`src/core/psh_params.svh`:
```
// psh_params.svh: timing counts and program-number limits for the program select / save handshake.
// Assumes a 50 MHz system clock and a millisecond timebase derived from it.
`ifndef PSH_PARAMS_SVH
`define PSH_PARAMS_SVH
`define PSH_CLK_HZ 50000000
`define PSH_CYC_PER_MS (`PSH_CLK_HZ / 1000)
`define PSH_PROG_MIN 4'h1
`define PSH_PROG_MAX 4'hF
`define PSH_PROG_NONE 4'h0
`define PSH_SAVE_DROP_MS 150
`define PSH_CHANGE_MIN_MS 150
`define PSH_SEL_SETUP_MS 100
`define PSH_TEACH_WAIT_MS 200
`define PSH_TRIG_HOLD_MS 5
`define PSH_SEL_BIT_SAVE 1
`endif

```
`src/core/psh_pkg.sv`:
```
// psh_pkg: types shared by both ends of the discrete handshake.
// Assumes psh_params.svh supplies the numeric constants.
package psh_pkg;
  typedef logic [3:0] psh_prog_t;
  typedef struct packed {
    logic decoded;
    logic matched;
    logic unreadable;
  } psh_result_s;
endpackage

```
`src/core/psh_if.sv`:
```
// psh_if: discrete wires between the reader and its controller.
// Assumes both ends share clk; all wires are plain levels.
`timescale 1ns/1ps
interface psh_if;
  logic local_lockout;
  logic [3:0] prog_sel;
  logic teach_request;
  logic acquire_strobe;
  logic error_clear;
  logic program_saved_flag;
  logic run_ready;
  logic result_decoded;
  logic result_match;
  logic result_unreadable;
  logic reader_error;
  modport reader (
    input local_lockout, prog_sel, teach_request, acquire_strobe, error_clear,
    output program_saved_flag, run_ready, result_decoded, result_match, result_unreadable, reader_error
  );
  modport controller (
    output local_lockout, prog_sel, teach_request, acquire_strobe, error_clear,
    input program_saved_flag, run_ready, result_decoded, result_match, result_unreadable, reader_error
  );
endinterface

```
`src/core/psh_reader.sv`:
```
// psh_reader: reader end; program select, save sequence, triggered processing, result flags.
// Assumes the image engine is external: change_done, proc_done and result arrive on the user side.
// How it works
// - select inputs form program 1..15
// - zero selection keeps current program
// - controller holds lockout high, others low
// - bit0 is program number LSB
// - program change drops saved and ready
// - change completion raises saved and ready
// - unsaved program keeps both flags low
// - controller holds target number 100 ms
// - teach raise drops saved and ready
// - controller waits 200 ms then saves
// - controller holds trigger at least 5 ms
// - saved flag acknowledges, controller drops bit1
// - teach fall: saved low 150 ms
// - processing resumes right after save ends
// - results: decoded, match, unreadable
// - error recovery: clear inputs, pulse clear
// - select and teach need lockout high
// - bit1 is save command during teach
// - trigger rising edge starts processing
// - ready low in startup/stop, high in run
`timescale 1ns/1ps
`include "psh_params.svh"
module psh_reader
  import psh_pkg::*;
#(
  parameter int CYC_PER_MS = `PSH_CYC_PER_MS,
  parameter int SAVE_DROP_MS = `PSH_SAVE_DROP_MS,
  parameter int SETTLE_MS = 2
) (
  input wire logic clk,
  input wire logic rst_b,
  psh_if.reader link,
  input wire logic [15:0] prog_stored,
  input wire logic change_done,
  input wire logic save_done,
  input wire logic proc_done,
  input wire psh_result_s proc_result,
  input wire logic fault_event,
  output logic [3:0] active_prog,
  output logic change_start,
  output logic save_start,
  output logic acquire_start
);
  typedef enum logic [2:0] {
    PSH_RUN = 3'b000,
    PSH_CHANGE = 3'b001,
    PSH_TEACH = 3'b011,
    PSH_SAVED = 3'b010,
    PSH_DROP = 3'b110,
    PSH_STOP = 3'b111,
    PSH_START = 3'b101
  } psh_state_e;

  logic [7:0] sync1_reg;
  logic [7:0] sync2_reg;
  always_ff @(posedge clk or negedge rst_b) begin
    if (!rst_b) begin
      sync1_reg <= 8'h00;
      sync2_reg <= 8'h00;
    end else begin
      sync1_reg <= {link.local_lockout, link.prog_sel, link.teach_request, link.acquire_strobe, link.error_clear};
      sync2_reg <= sync1_reg;
    end
  end
  logic lock_s, teach_s, trig_s, clr_s;
  logic [3:0] sel_s;
  assign lock_s = sync2_reg[7];
  assign sel_s = sync2_reg[6:3];
  assign teach_s = sync2_reg[2];
  assign trig_s = sync2_reg[1];
  assign clr_s = sync2_reg[0];

  logic [31:0] div_reg;
  logic ms_tick;
  always_ff @(posedge clk or negedge rst_b) begin
    if (!rst_b) begin
      div_reg <= 32'h0000_0000;
    end else if (div_reg == 32'(CYC_PER_MS - 1)) begin
      div_reg <= 32'h0000_0000;
    end else begin
      div_reg <= div_reg + 32'h0000_0001;
    end
  end
  assign ms_tick = (div_reg == 32'(CYC_PER_MS - 1));

  // gate select and teach with lockout
  logic teach_g;
  logic [3:0] sel_g;
  assign teach_g = lock_s & teach_s;
  assign sel_g = lock_s ? sel_s : 4'h0;
  // bit1 is the save command while teaching
  logic save_cmd;
  assign save_cmd = teach_g & sel_g[`PSH_SEL_BIT_SAVE];
  // number with bit0 as LSB, valid 1..15
  logic [3:0] sel_num;
  assign sel_num = teach_g ? 4'h0 : sel_g;

  // selection must stay stable a few ms so a skewed bit pattern is not taken
  logic [3:0] last_sel_reg;
  logic [15:0] stable_reg;
  always_ff @(posedge clk or negedge rst_b) begin
    if (!rst_b) begin
      last_sel_reg <= 4'h0;
      stable_reg <= 16'h0000;
    end else if (sel_num != last_sel_reg) begin
      last_sel_reg <= sel_num;
      stable_reg <= 16'h0000;
    end else if (ms_tick && stable_reg != 16'hFFFF) begin
      stable_reg <= stable_reg + 16'h0001;
    end
  end

  logic trig_d_reg, teach_d_reg;
  always_ff @(posedge clk or negedge rst_b) begin
    if (!rst_b) begin
      trig_d_reg <= 1'b0;
      teach_d_reg <= 1'b0;
    end else begin
      trig_d_reg <= trig_s;
      teach_d_reg <= teach_g;
    end
  end
  logic trig_rise, teach_fall, teach_rise;
  assign trig_rise = trig_s & ~trig_d_reg;
  assign teach_rise = teach_g & ~teach_d_reg;
  assign teach_fall = ~teach_g & teach_d_reg;

  psh_state_e state_reg;
  logic [3:0] prog_reg;
  logic [15:0] ms_reg;
  logic error_reg;
  logic sel_ok;
  // zero or unchanged selection never starts a change
  assign sel_ok = (sel_num >= `PSH_PROG_MIN) && (sel_num != prog_reg) && (stable_reg == 16'(SETTLE_MS));

  always_ff @(posedge clk or negedge rst_b) begin
    if (!rst_b) begin
      state_reg <= PSH_START;
      prog_reg <= `PSH_PROG_NONE;
      ms_reg <= 16'h0000;
    end else begin
      if (ms_tick) begin
        ms_reg <= ms_reg + 16'h0001;
      end
      unique case (state_reg)
        PSH_START: begin
          state_reg <= PSH_STOP;
        end
        PSH_STOP, PSH_RUN: begin
          if (teach_rise && !error_reg) begin
            state_reg <= PSH_TEACH;
          end else if (sel_ok && !error_reg) begin
            prog_reg <= sel_num;
            state_reg <= PSH_CHANGE;
          end
        end
        PSH_CHANGE: begin
          // run only when the program exists
          if (change_done) begin
            state_reg <= prog_stored[prog_reg] ? PSH_RUN : PSH_STOP;
          end
        end
        PSH_TEACH: begin
          if (teach_fall) begin
            state_reg <= PSH_STOP;
          end else if (save_done) begin
            state_reg <= PSH_SAVED;
          end
        end
        PSH_SAVED: begin
          // teach fall starts the drop window
          if (teach_fall) begin
            ms_reg <= 16'h0000;
            state_reg <= PSH_DROP;
          end
        end
        PSH_DROP: begin
          if (ms_reg >= 16'(SAVE_DROP_MS)) begin
            state_reg <= PSH_RUN;
          end
        end
        default: begin
          state_reg <= PSH_STOP;
        end
      endcase
    end
  end

  // error is sticky; set wins over the clear pulse
  always_ff @(posedge clk or negedge rst_b) begin
    if (!rst_b) begin
      error_reg <= 1'b0;
    end else if (fault_event) begin
      error_reg <= 1'b1;
    end else if (clr_s && lock_s && !teach_g && sel_g == 4'h0) begin
      error_reg <= 1'b0;
    end
  end

  always_ff @(posedge clk or negedge rst_b) begin
    if (!rst_b) begin
      link.program_saved_flag <= 1'b0;
      link.run_ready <= 1'b0;
      link.reader_error <= 1'b0;
      active_prog <= 4'h0;
      change_start <= 1'b0;
      save_start <= 1'b0;
      acquire_start <= 1'b0;
    end else begin
      link.run_ready <= (state_reg == PSH_RUN) && !error_reg;
      link.program_saved_flag <= (state_reg == PSH_SAVED) ||
        ((state_reg == PSH_RUN || state_reg == PSH_STOP) && prog_reg != 4'h0 && prog_stored[prog_reg]);
      link.reader_error <= error_reg;
      active_prog <= prog_reg;
      change_start <= (state_reg == PSH_STOP || state_reg == PSH_RUN) && sel_ok && !teach_rise && !error_reg;
      save_start <= (state_reg == PSH_TEACH) && save_cmd && trig_rise;
      // acquisition on trigger edge in run
      acquire_start <= (state_reg == PSH_RUN) && trig_rise && !error_reg;
    end
  end

  always_ff @(posedge clk or negedge rst_b) begin
    if (!rst_b) begin
      link.result_decoded <= 1'b0;
      link.result_match <= 1'b0;
      link.result_unreadable <= 1'b0;
    end else if (proc_done) begin
      link.result_decoded <= proc_result.decoded;
      link.result_match <= proc_result.matched;
      link.result_unreadable <= proc_result.unreadable;
    end
  end
endmodule // psh_reader

```
`src/flat_wrapper.sv`:
```
// flat-port wrapper written by rule: the top's interface ports become plain ports
module psh_reader_flat import psh_pkg::*;
#(
  parameter int CYC_PER_MS = `PSH_CYC_PER_MS,
  parameter int SAVE_DROP_MS = `PSH_SAVE_DROP_MS,
  parameter int SETTLE_MS = 2
)
  (clk, rst_b, prog_stored, change_done, save_done, proc_done, proc_result, fault_event, active_prog, change_start, save_start, acquire_start, link_local_lockout, link_prog_sel, link_teach_request, link_acquire_strobe, link_error_clear, link_program_saved_flag, link_run_ready, link_result_decoded, link_result_match, link_result_unreadable, link_reader_error);
  psh_if link_i ();
  input wire logic clk;
  input wire logic rst_b;
  input wire logic [15:0] prog_stored;
  input wire logic change_done;
  input wire logic save_done;
  input wire logic proc_done;
  input wire psh_result_s proc_result;
  input wire logic fault_event;
  output logic [3:0] active_prog;
  output logic change_start;
  output logic save_start;
  output logic acquire_start;
  input wire logic [$bits(link_i.local_lockout)-1:0] link_local_lockout;
  input wire logic [$bits(link_i.prog_sel)-1:0] link_prog_sel;
  input wire logic [$bits(link_i.teach_request)-1:0] link_teach_request;
  input wire logic [$bits(link_i.acquire_strobe)-1:0] link_acquire_strobe;
  input wire logic [$bits(link_i.error_clear)-1:0] link_error_clear;
  output wire logic [$bits(link_i.program_saved_flag)-1:0] link_program_saved_flag;
  output wire logic [$bits(link_i.run_ready)-1:0] link_run_ready;
  output wire logic [$bits(link_i.result_decoded)-1:0] link_result_decoded;
  output wire logic [$bits(link_i.result_match)-1:0] link_result_match;
  output wire logic [$bits(link_i.result_unreadable)-1:0] link_result_unreadable;
  output wire logic [$bits(link_i.reader_error)-1:0] link_reader_error;
  assign link_i.local_lockout = link_local_lockout;
  assign link_i.prog_sel = link_prog_sel;
  assign link_i.teach_request = link_teach_request;
  assign link_i.acquire_strobe = link_acquire_strobe;
  assign link_i.error_clear = link_error_clear;
  assign link_program_saved_flag = link_i.program_saved_flag;
  assign link_run_ready = link_i.run_ready;
  assign link_result_decoded = link_i.result_decoded;
  assign link_result_match = link_i.result_match;
  assign link_result_unreadable = link_i.result_unreadable;
  assign link_reader_error = link_i.reader_error;
  psh_reader #(.CYC_PER_MS(CYC_PER_MS), .SAVE_DROP_MS(SAVE_DROP_MS), .SETTLE_MS(SETTLE_MS)) u_core (.clk(clk), .rst_b(rst_b), .link(link_i), .prog_stored(prog_stored), .change_done(change_done), .save_done(save_done), .proc_done(proc_done), .proc_result(proc_result), .fault_event(fault_event), .active_prog(active_prog), .change_start(change_start), .save_start(save_start), .acquire_start(acquire_start));
endmodule
```
`config.mk`:
```
export PLATFORM = sky130hd
export DESIGN_NAME = psh_reader_flat
export DESIGN_NICKNAME = d
export VERILOG_FILES = /design/src/core/psh_pkg.sv /design/src/core/psh_if.sv /design/src/core/psh_reader.sv /design/src/flat_wrapper.sv
export VERILOG_INCLUDE_DIRS = /design/src /design/src/core
export SDC_FILE = /design/constraint.sdc
export NUM_CORES = 1
export LEC_CHECK = 0
export ABC_AREA = 1
export BUFFER_PORTS_ARGS = -buffer_cell sky130_fd_sc_hd__buf_2
export CELL_PAD_IN_SITES_DETAIL_PLACEMENT = 0
export CELL_PAD_IN_SITES_GLOBAL_PLACEMENT = 1
export CORE_UTILIZATION = 37
export DETAILED_ROUTE_END_ITERATION = 7
export PLACE_DENSITY = 0.76
export SYNTH_ARGS = -nofsm -noshare
export SYNTH_HDL_FRONTEND = slang
export SYNTH_SLANG_ARGS = --single-unit
```
`constraint.sdc`:
```
create_clock -name clk -period 1.5 [get_ports clk]
set_input_delay 0.3 -clock clk [delete_from_list [all_inputs] [get_ports clk]]
set_output_delay 0.3 -clock clk [all_outputs]
set_load 0.02 [all_outputs]
```
== Word-level counts from Yosys, hierarchy flattened ==
Cells that the tools add are included.

* Bits in registers: 107
* Input port bits: 33
* Output and inout port bits: 13
* Logic and storage cells: 103

* Add/sub/neg operators: 3
* $lt $le $gt $ge: 3
* Equal/unequal tests: 15
* Mux-type cells: 21
* Bitwise gates (word level): 9
* Reductions and logical operators: 31

{| class="wikitable"
|+ Operator list
! cell !! count
|-
| 16-bit 2-to-1 mux || 5
|-
| 16-bit by 1-bit adder with 16-bit output (second input constant) || 2
|-
| 32-bit by 1-bit adder with 32-bit output (second input constant) || 1
|-
| 32-bit by 16-bit equality test with 1-bit output (second input constant) || 1
|-
| 32-bit 2-to-1 mux || 1
|-
| 3-bit 2-to-1 mux || 8
|-
| 1-bit logical AND || 18
|-
| 16-bit by 2-bit equality test with 1-bit output (second input constant) || 1
|-
| 16-bit by 8-bit >= comparator with 1-bit output (second input constant) || 1
|-
| 16-bit inequality test (second input constant) || 1
|-
| 3-bit case mux with 5 select lines || 1
|-
| 4-bit 2-to-1 mux || 2
|-
| 4-bit inequality test || 2
|-
| 3-bit by 2-bit equality test with 1-bit output (second input constant) || 2
|-
| 3-bit equality test (second input constant) || 2
|-
| 1-bit AND || 5
|-
| 4-bit by 5-bit < comparator with 1-bit output (second input constant) || 1
|-
| 5-bit AND reduction || 1
|-
| 1-bit binary-select mux with 4-bit select || 1
|-
| 4-bit by 1-bit >= comparator with 1-bit output (second input constant) || 1
|-
| 4-bit logical NOT || 1
|-
| 2-bit by 1-bit inequality test with 1-bit output (second input constant) || 2
|-
| 1-bit inverter || 4
|-
| 2-bit nonzero test || 2
|-
| other kinds (11) || 16
|}

== Depth between registers and ports, before layout ==
Gate-level depths: netlist of run 1.

* Depth after elaboration: 9
* Depth in mapped cells: 12

== Least setup slack after synthesis of run 1 ==
OpenSTA, ideal clock, no wires.

* Kind: flip-flop to flip-flop
* Start point: register u_core.stable_reg[0]
* End point: register u_core.stable_reg[14]
* Library setup time: 0.117 ns
* Arrival: 1.547 ns
* Required time: 1.383 ns
* Setup slack: -0.163 ns
* Cell stages (with the launch flop): 10
* Buffers on the path: 1
* Clock period less this slack: 1.663 ns
* Cell sequence: dfrtp_1 ha_1 nand2_1 nor2_2 nand2_1 o21ai_4 nand2_4 buf_6 nand2_1 nand2_1

* Cells in the longest elaborated chain, start to end: 3
* Elaborated cells between the ends (all ways): 6

{| class="wikitable"
|+ RTL lines
! element !! RTL line !! source
|-
| start, declared || psh_reader.sv:103 || <nowiki>logic [15:0] stable_reg;</nowiki>
|-
| start signal, assigned || psh_reader.sv:112 || <nowiki>stable_reg <= stable_reg + 16'h0001;</nowiki>
|-
| 16-bit by 1-bit adder with 16-bit output / 16-bit inequality test (equally long branches) || psh_reader.sv:112, psh_reader.sv:111 ||
|-
| 16-bit 2-to-1 mux / 1-bit logical AND (equally long branches) || psh_reader.sv:111 || <nowiki>end else if (ms_tick && stable_reg != 16'hFFFF) begin</nowiki>
|-
| 16-bit 2-to-1 mux / 2-bit nonzero test (equally long branches) || - ||
|}

Parallel ways exist; a longest one is shown, timed or not. The select of a mux whose other input is x is not followed.
A chain may end at the register's enable or synchronous reset.

== Worst setup path after layout of run 1 ==
* Start point: register u_core.div_reg[11]
* End point: register u_core.stable_reg[7]

* Cells in the longest elaborated chain, start to end: 3

{| class="wikitable"
|+ RTL lines
! element !! RTL line !! source
|-
| start, declared || psh_reader.sv:76 || <nowiki>logic [31:0] div_reg;</nowiki>
|-
| start signal, assigned || psh_reader.sv:84 || <nowiki>div_reg <= div_reg + 32'h0000_0001;</nowiki>
|-
| 32-bit by 16-bit equality test with 1-bit output || psh_reader.sv:87 || <nowiki>assign ms_tick = (div_reg == 32'(CYC_PER_MS - 1));</nowiki>
|-
| 1-bit logical AND || psh_reader.sv:111 ||
|-
| 2-bit nonzero test (no line) || - ||
|}

Every way passes these cells.

==> summary.txt, run 1 <==
Remaining antenna violation count: 0
Total CTS buffers: 9
CTS Root Cell: clkbuf_16
Final GP Congestion: 0.8412
Clock sinks: 107
Ratio of cells with drive above 1 in the final layout: 0.3902
Top cell type's share of synthesized area: 0.4469
Core ar.: 0.01537 mm2
Clock power share: 0.337
Simple-Gate Fraction of Synth Area: 0.3465
Max-cap violations: 0
Worst Skew: 0.01125 ns
Switching Share: 0.3064
Post-DP HPWL: 11,000 um
Num rows: 45
Die boundary height: 128.1 um
Post-synthesis net count: 820
Largest net degree at the start of global routing: 37
GRT Resource Usage Total: 0.1960
First-pass GRT wire length: 25,330 um
Number of H-tree levels: 3
Worst Hold Class: in2reg
DP Worst Slack: -0.1484 ns
CP Capture Type: flip-flop
GRT overflow: 0
Net Sw Power: 2.113 mW
Die area: 0.01640 mm2
Comb pwr share: 0.212
Sequential Power Share: 0.451
IO Port Bufs: 45
Clock slew at reported path FFs: 0.07 ns
Post-Route WL: 15,650 um
Worst Hold Path EP: u_core.sync1_reg[7]
Largest register FFs: 32
Vias: 5,584
Hold_sp: link_local_lockout
Vias in the first global route: 5,275
Final WS setup: -0.1318 ns
Initial core utilization: 0.3825
Total internal power: 4.784 mW
Initial drt markers: 321
Mux contribution to synthesized area: 0.005746
Synth area leaders: dfrtp_1, nand2_1, nor2_1
Arrival time worst endpoint: 1.88 ns
Startpoint Class: flip-flop
Mapped Cells: 782
FF-to-FF setup slack: -0.13 ns
Post-synth EDFFs: 0
Nets: 1,017
Peak VDD IR: 0.6297 mV
Cell area power density: 787.2 mW/mm2
RSZ-0062 raised after global routing: true
Placed cells: 1,151
RR Endpoint: u_core.stable_reg[7]
FFs w/ async S/R, synth: 1.000
Post-Synth XOR/XNOR Area: 0.06704
Mapped Avg Cell Area: 7.518 um2
Outcome: finished with violations
Clock Latency Late Sink: 0.36 ns
Slew margin rel.: 0.7735
Final period util: 1.088
Largest area contributor in the netlist: dfrtp_1
Post-synthesis adder-cell area fraction: 0.01064
Worst-case reg-to-reg path depth: 9
Lkg Pwr: 4.354 nW
Antenna violations before repair: 0
Post-layout min period: 1.632 ns
Die width: 128.1 um
Final core occ: 0.5700
Least-Margin Pin Slew: 0.3372 ns
Diode count: 0
Cells on Worst Hold Path: 1
Finished Layout Cells: 1,195
Pins Over Slew Limit: 0
Crit-path max FO: 5
Final Hold Viols: 0
Setup Viol. Count Final: 45
Clock Path Buffers: 2
Final setup TNS: -2.971 ns
I/O pin cnt: 46
First-pass DRT Iterations: 4
Mapped Area: 0.005879 mm2
Unique masters post-synth: 36
CP required: 1.75 ns
Avg WL per Cell: 13.10 um
Area growth, synth to finish: 49.01%
Fmax: 0.6128 GHz
CP Class: reg2reg
Via/cell ratio: 4.673
Register area share after synthesis: 0.4558
DRC errors left: 0
Top_reg_cell synth: dfrtp_1
Compound-Gate Fraction of Synth Area: 0.03937
Yosys warns: 0
Synth Register Bits: 107
Failing checks: setup timing
CTS tree: done
Main combinational cell family by area after synthesis: simple AND/OR/NAND/NOR gates
Worst r2r src: u_core.div_reg[11]
synth_stat cells (6+ instances only):
master and number:
nand2_1 210, nor2_1 115, dfrtp_1 105, inv_1 88, nand3_1 72, xor2_1 37
nor3_1 28, nand4_1 23, o21ai_0 18, a21oi_1 13, inv_2 10, o21ai_1 9
xnor2_1 8, buf_2 6
worst max-delay path: stages (launching register included):
cell and delay, ns:
dfrtp_1 0.43, nor3_2 0.19, and2_1 0.21, nand2_4 0.08, nor2_8 0.12, o21ai_4 0.09
buf_12 0.16, clkbuf_16 0.16, nand3_2 0.05, nand2_1 0.04
power by group through the flow:
stage          clock (mW)  combinational [mW]  sequential [mW]
2_1_floorplan           0               0.605             3.18
3_3_place_gp            0                1.10             3.16
3_5_place_dp            0                1.10             3.16
4_1_cts              2.41                1.19             3.10
5_1_grt              2.52                1.62             3.13
6_report             2.33                1.46             3.11
timing repair:
action / 4_1_cts / 5_1_grt
resized for setup: 54 / 163
buffers inserted: 3 / 20
endpoints found under the hold margin: 14 / 0
hold buffers: 1 / 0
setup endpoints to repair: 58 / 69
pin swaps: 29 / 64
gates cloned: 1 / 4
through the flow:
stage          hold slack, ns  cell area (um2)  total power [mW]
3_3_place_gp           0.2169             7353             4.255
4_1_cts               0.03019             7910             6.700
6_report              0.04587             8761             6.897
5_1_grt               0.02745             8761             7.265
2_1_floorplan        0.004409             5922             3.780
3_5_place_dp           0.2117             7353             4.256
logic make-up after synthesis:
| group | after synthesis |
|---|---|
| AOI/OAI and AO/OA | 43 |
| muxes | 3 |
| and+or+nand+nor | 468 |
| xor gates and xnor gates | 45 |
| buffers and inverters | 111 |
| DFF | 107 |
| adders and majority gates | 5 |
worst max path at each step:
stage / start / endpoint / slack, ns / cells past startpoint
floorplan: u_core.stable_reg[0] / u_core.stable_reg[14] / -0.1 / 9
global placement: u_core.stable_reg[0] / u_core.stable_reg[10] / -0.13 / 8
detailed placement: u_core.sync2_reg[7] / u_core.state_reg[0] / -0.15 / 9
CTS: u_core.div_reg[0] / u_core.div_reg[12] / -0.10 / 9
global route: u_core.sync2_reg[2] / u_core.stable_reg[0] / -0.23 / 9
finish: u_core.div_reg[11] / u_core.stable_reg[7] / -0.13 / 9
placed cells by master, fill, tap and decap left out, types with 3 or more instances in the layout:
cell,Yosys,routed
inv_1,88,83
nand3_4,0,7
dfrtp_1,105,100
o21ai_2,0,3
inv_2,10,12
nand2_1,210,184
nand3_1,72,45
xnor2_1,8,5
nor3_1,28,13
nor4_4,0,4
buf_12,0,9
nand2_2,2,20
inv_4,0,3
nand2_4,1,8
nor3_2,2,11
buf_2,6,44
nand3_2,3,23
clkbuf_16,0,12
o21ai_1,9,17
nor2_1,115,70
xor2_1,37,35
buf_6,1,16
o21ai_0,18,7
dfrtp_2,0,5
inv_6,0,3
nand4_1,23,23
nor2_2,2,30
nor2_4,0,17
a21oi_1,13,10
nor3_4,1,7
mux2_2,3,3
xnor2_2,0,3
buf_4,2,123
routing by layer:
layer / GRT usage / part of all wire
met4: 0.05260 / 0.012
met5: 0 / 0
met3: 0.03506 / 0.030
met1: 0.2678 / 0.48
met2: 0.3197 / 0.48
layout make-up:
type | instances | area, um2
clock buffers | 9 | 225.2
clock inverters | 7 | 61.31
fillers | 1370 | 6610
inverters | 100 | 399.1
multi-input cells | 565 | 3536
flip-flops and latches | 107 | 2686
well taps | 211 | 264.0
repair buffers | 196 | 1589
Power figures use the tool's default switching activity.
==> run 2: changes to the inputs <==
- TNS_END_PERCENT: unset -> 30
==> run 2 against run 1 <==
Net effect: the run still ends with setup timing left; via count down 1.1%; critical path depth down 1; first-iteration DRC count down 5.0%; combinational power down 9.6%; global-route usage about the same; sequential share of layout area up 2.0 points; final cell count down 0.33%; clock power up 4%; die area unchanged; non-clock buffer count down 4; critical path type unchanged.
==> summary.txt, run 2 (synthesis results as in run 1) <==
Vias: 5,525 (was 5,584)
Area occupied by multi-input gates: 0.003137 mm2 (was 0.003536 mm2)
Commonest non-fill, non-tap cell in the layout: nand2_1 (unchanged)
First-pass DRT Iterations: 5 (was 4)
CP Capture Type: flip-flop (unchanged)
Initial core utilization: 0.3825 (unchanged)
WP buf/inv: 0 (was 2)
Crit path max-delay family: simple AND/OR/NAND/NOR gates (unchanged)
I/O pin cnt: 46 (unchanged)
Worst-case reg-to-reg path depth: 8 (was 9)
Area growth, synth to finish: 39.58% (was 49.01%)
FF-to-FF setup slack: -0.17 ns (was -0.13 ns)
Startpoint Class: flip-flop (unchanged)
RR Endpoint: u_core.stable_reg[12] (was u_core.stable_reg[7])
Worst Skew: 0.008642 ns (was 0.01125 ns)
Final GP Congestion: 0.8707 (was 0.8412)
Switching Share: 0.2885 (was 0.3064)
Core ar.: 0.01537 mm2 (unchanged)
Pins Over Slew Limit: 0 (unchanged)
Post-Route WL: 15,350 um (was 15,650 um)
CP required: 1.74 ns (was 1.75 ns)
Total internal power: 4.896 mW (was 4.784 mW)
Sequential Power Share: 0.455 (was 0.451)
GRT Resource Usage Total: 0.1961 (was 0.1960)
RSZ-0062 raised after global routing: true (unchanged)
Most frequent cells in the layout: nand2_1, buf_4, dfrtp_1 (unchanged)
Final period util: 1.113 (was 1.088)
Largest register FFs: 32 (unchanged)
Final setup TNS: -3.150 ns (was -2.971 ns)
Finished Layout Cells: 1,191 (was 1,195)
Clock Latency Late Sink: 0.36 ns (about the same)
Max incr delay on CP: 0.40 ns (was 0.43 ns)
Ratio of cells with drive above 1 in the final layout: 0.3316 (was 0.3902)
Die area: 0.01640 mm2 (unchanged)
Worst Hold Path EP: u_core.sync1_reg[1] (was u_core.sync1_reg[7])
CTS tree: done (unchanged)
Initial drt markers: 305 (was 321)
Lkg Pwr: 4.124 nW (was 4.354 nW)
Worst path cell trace: ha_2, nand2_2, nor2_4, nand2_4, o21ai_4, nand2_4, nand2_2, nand2_1 (was nor3_2, and2_1, nand2_4, nor2_8, o21ai_4, buf_12, clkbuf_16, nand3_2, nand2_1)
Failing checks: setup timing (unchanged)
Die boundary height: 128.1 um (unchanged)
Register area: 0.002684 mm2 (was 0.002686 mm2)
Fillers: 1,485 (was 1,370)
Power Total: 6.881 mW (was 6.897 mW)
Final WS setup: -0.1692 ns (was -0.1318 ns)
Cell Area, Placed: 0.007476 mm2 (was 0.007353 mm2)
Worst r2r src: u_core.stable_reg[1] (was u_core.div_reg[11])
Final Instance Area: 0.008207 mm2 (was 0.008761 mm2)
CP Class: reg2reg (unchanged)
DRC errors left: 0 (unchanged)
Net Sw Power: 1.985 mW (was 2.113 mW)
Setup Viol. Count Final: 44 (was 45)
Largest net degree at the start of global routing: 27 (was 37)
Comb pwr share: 0.192 (was 0.212)
Hold_sp: link_acquire_strobe (was link_local_lockout)
Outcome: finished with violations (unchanged)
Cells on Worst Hold Path: 1 (unchanged)
Via/cell ratio: 4.639 (was 4.673)
Remaining antenna violation count: 0 (unchanged)
Worst Hold Class: in2reg (unchanged)
Post-layout min period: 1.669 ns (was 1.632 ns)
Antenna violations before repair: 0 (unchanged)
Avg WL per Cell: 12.89 um (was 13.10 um)
GRT overflow: 0 (unchanged)
Clock sinks: 107 (unchanged)
Clock power share: 0.353 (was 0.337)
IO Port Bufs: 45 (unchanged)
Post-DP HPWL: 11,790 um (was 11,000 um)
Fmax: 0.5991 GHz (was 0.6128 GHz)
Final core occ: 0.5339 (was 0.5700)
Total CTS buffers: 9 (unchanged)
Crit-path max FO: 8 (was 5)
Final Hold Viols: 0 (unchanged)
DP Worst Slack: -0.1898 ns (was -0.1484 ns)
Cell area power density: 838.5 mW/mm2 (was 787.2 mW/mm2)
Hold slack: 0.04519 ns (was 0.04587 ns)
First-pass GRT wire length: 25,270 um (was 25,330 um)
Clock Path Buffers: 2 (unchanged)
Num rows: 45 (unchanged)
Peak VDD IR: 0.6255 mV (was 0.6297 mV)
Slew margin rel.: 0.7174 (was 0.7735)
Least-Margin Pin Slew: 0.4239 ns (was 0.3372 ns)
CTS Root Cell: clkbuf_16 (unchanged)
Max-cap violations: 0 (unchanged)
Diode count: 0 (unchanged)
Die width: 128.1 um (unchanged)
Vias in the first global route: 5,340 (was 5,275)
Nets: 1,013 (was 1,017)
Placed cells: 1,167 (was 1,151)
Slowest-stage cell, CP: dfrtp_1 (unchanged)
Clock slew at reported path FFs: 0.07 ns (about the same)
Number of H-tree levels: 3 (unchanged)
Arrival time worst endpoint: 1.91 ns (was 1.88 ns)
-- run 2: cell types whose count changed in the layout (fill, tap and decap cells not counted), sizes merged --
cell      delta
buf          -1
clkinvlp     +1
bufinv       +1
clkinv       -3
clkbuf       -2
-- run 2: power by group through the flow --
stage	sequential (mW)	clock [mW]	combinational (mW)
2_1_floorplan	3.18	0	0.605
3_3_place_gp	3.17	0	1.15
3_5_place_dp	3.17	0	1.16
4_1_cts	3.12	2.49	1.21
5_1_grt	3.14	2.59	1.48
6_report	3.13	2.43	1.32
-- run 2: worst max path at each step --
stage | startpoint | endpoint | cells after the start
floorplan | u_core.stable_reg[0] | u_core.stable_reg[14] | 9
global placement | u_core.stable_reg[0] | u_core.prog_reg[3] | 8
detailed placement | u_core.sync2_reg[7] | u_core.prog_reg[3] | 9
CTS | u_core.stable_reg[0] | u_core.stable_reg[12] | 8
global route | u_core.stable_reg[0] | u_core.stable_reg[6] | 8
finish | u_core.stable_reg[1] | u_core.stable_reg[12] | 8
-- run 2: timing repair --
item                                    in CTS  in global routing
resized for setup                           32                 73
endpoints found under the setup margin      65                 69
setup buffers                                2                  4
pin swaps                                   12                 32
hold endpoints to repair                    20                  0
cloned                                       0                  1
hold buffers                                 1                  0
-- run 2: area by class of cell --
type                            instances  area share
Multi-Input combinational cell        565      0.3822
Tap cell                              211     0.03217
Timing Repair Buffer                  192      0.1756
Sequential cell                       107      0.3270
Clock inverter                          6    0.008385
Inverter                              100     0.04665
Clock buffer                           10     0.02790
-- run 2: routing by layer --
metal,wire [um],up-vias,track usage
met4,119,0,0.05260
met3,530,10,0.03506
met2,7430,93,0.3312
met5,0,-,0
li1,-,2866,-
met1,7272,2556,0.2587
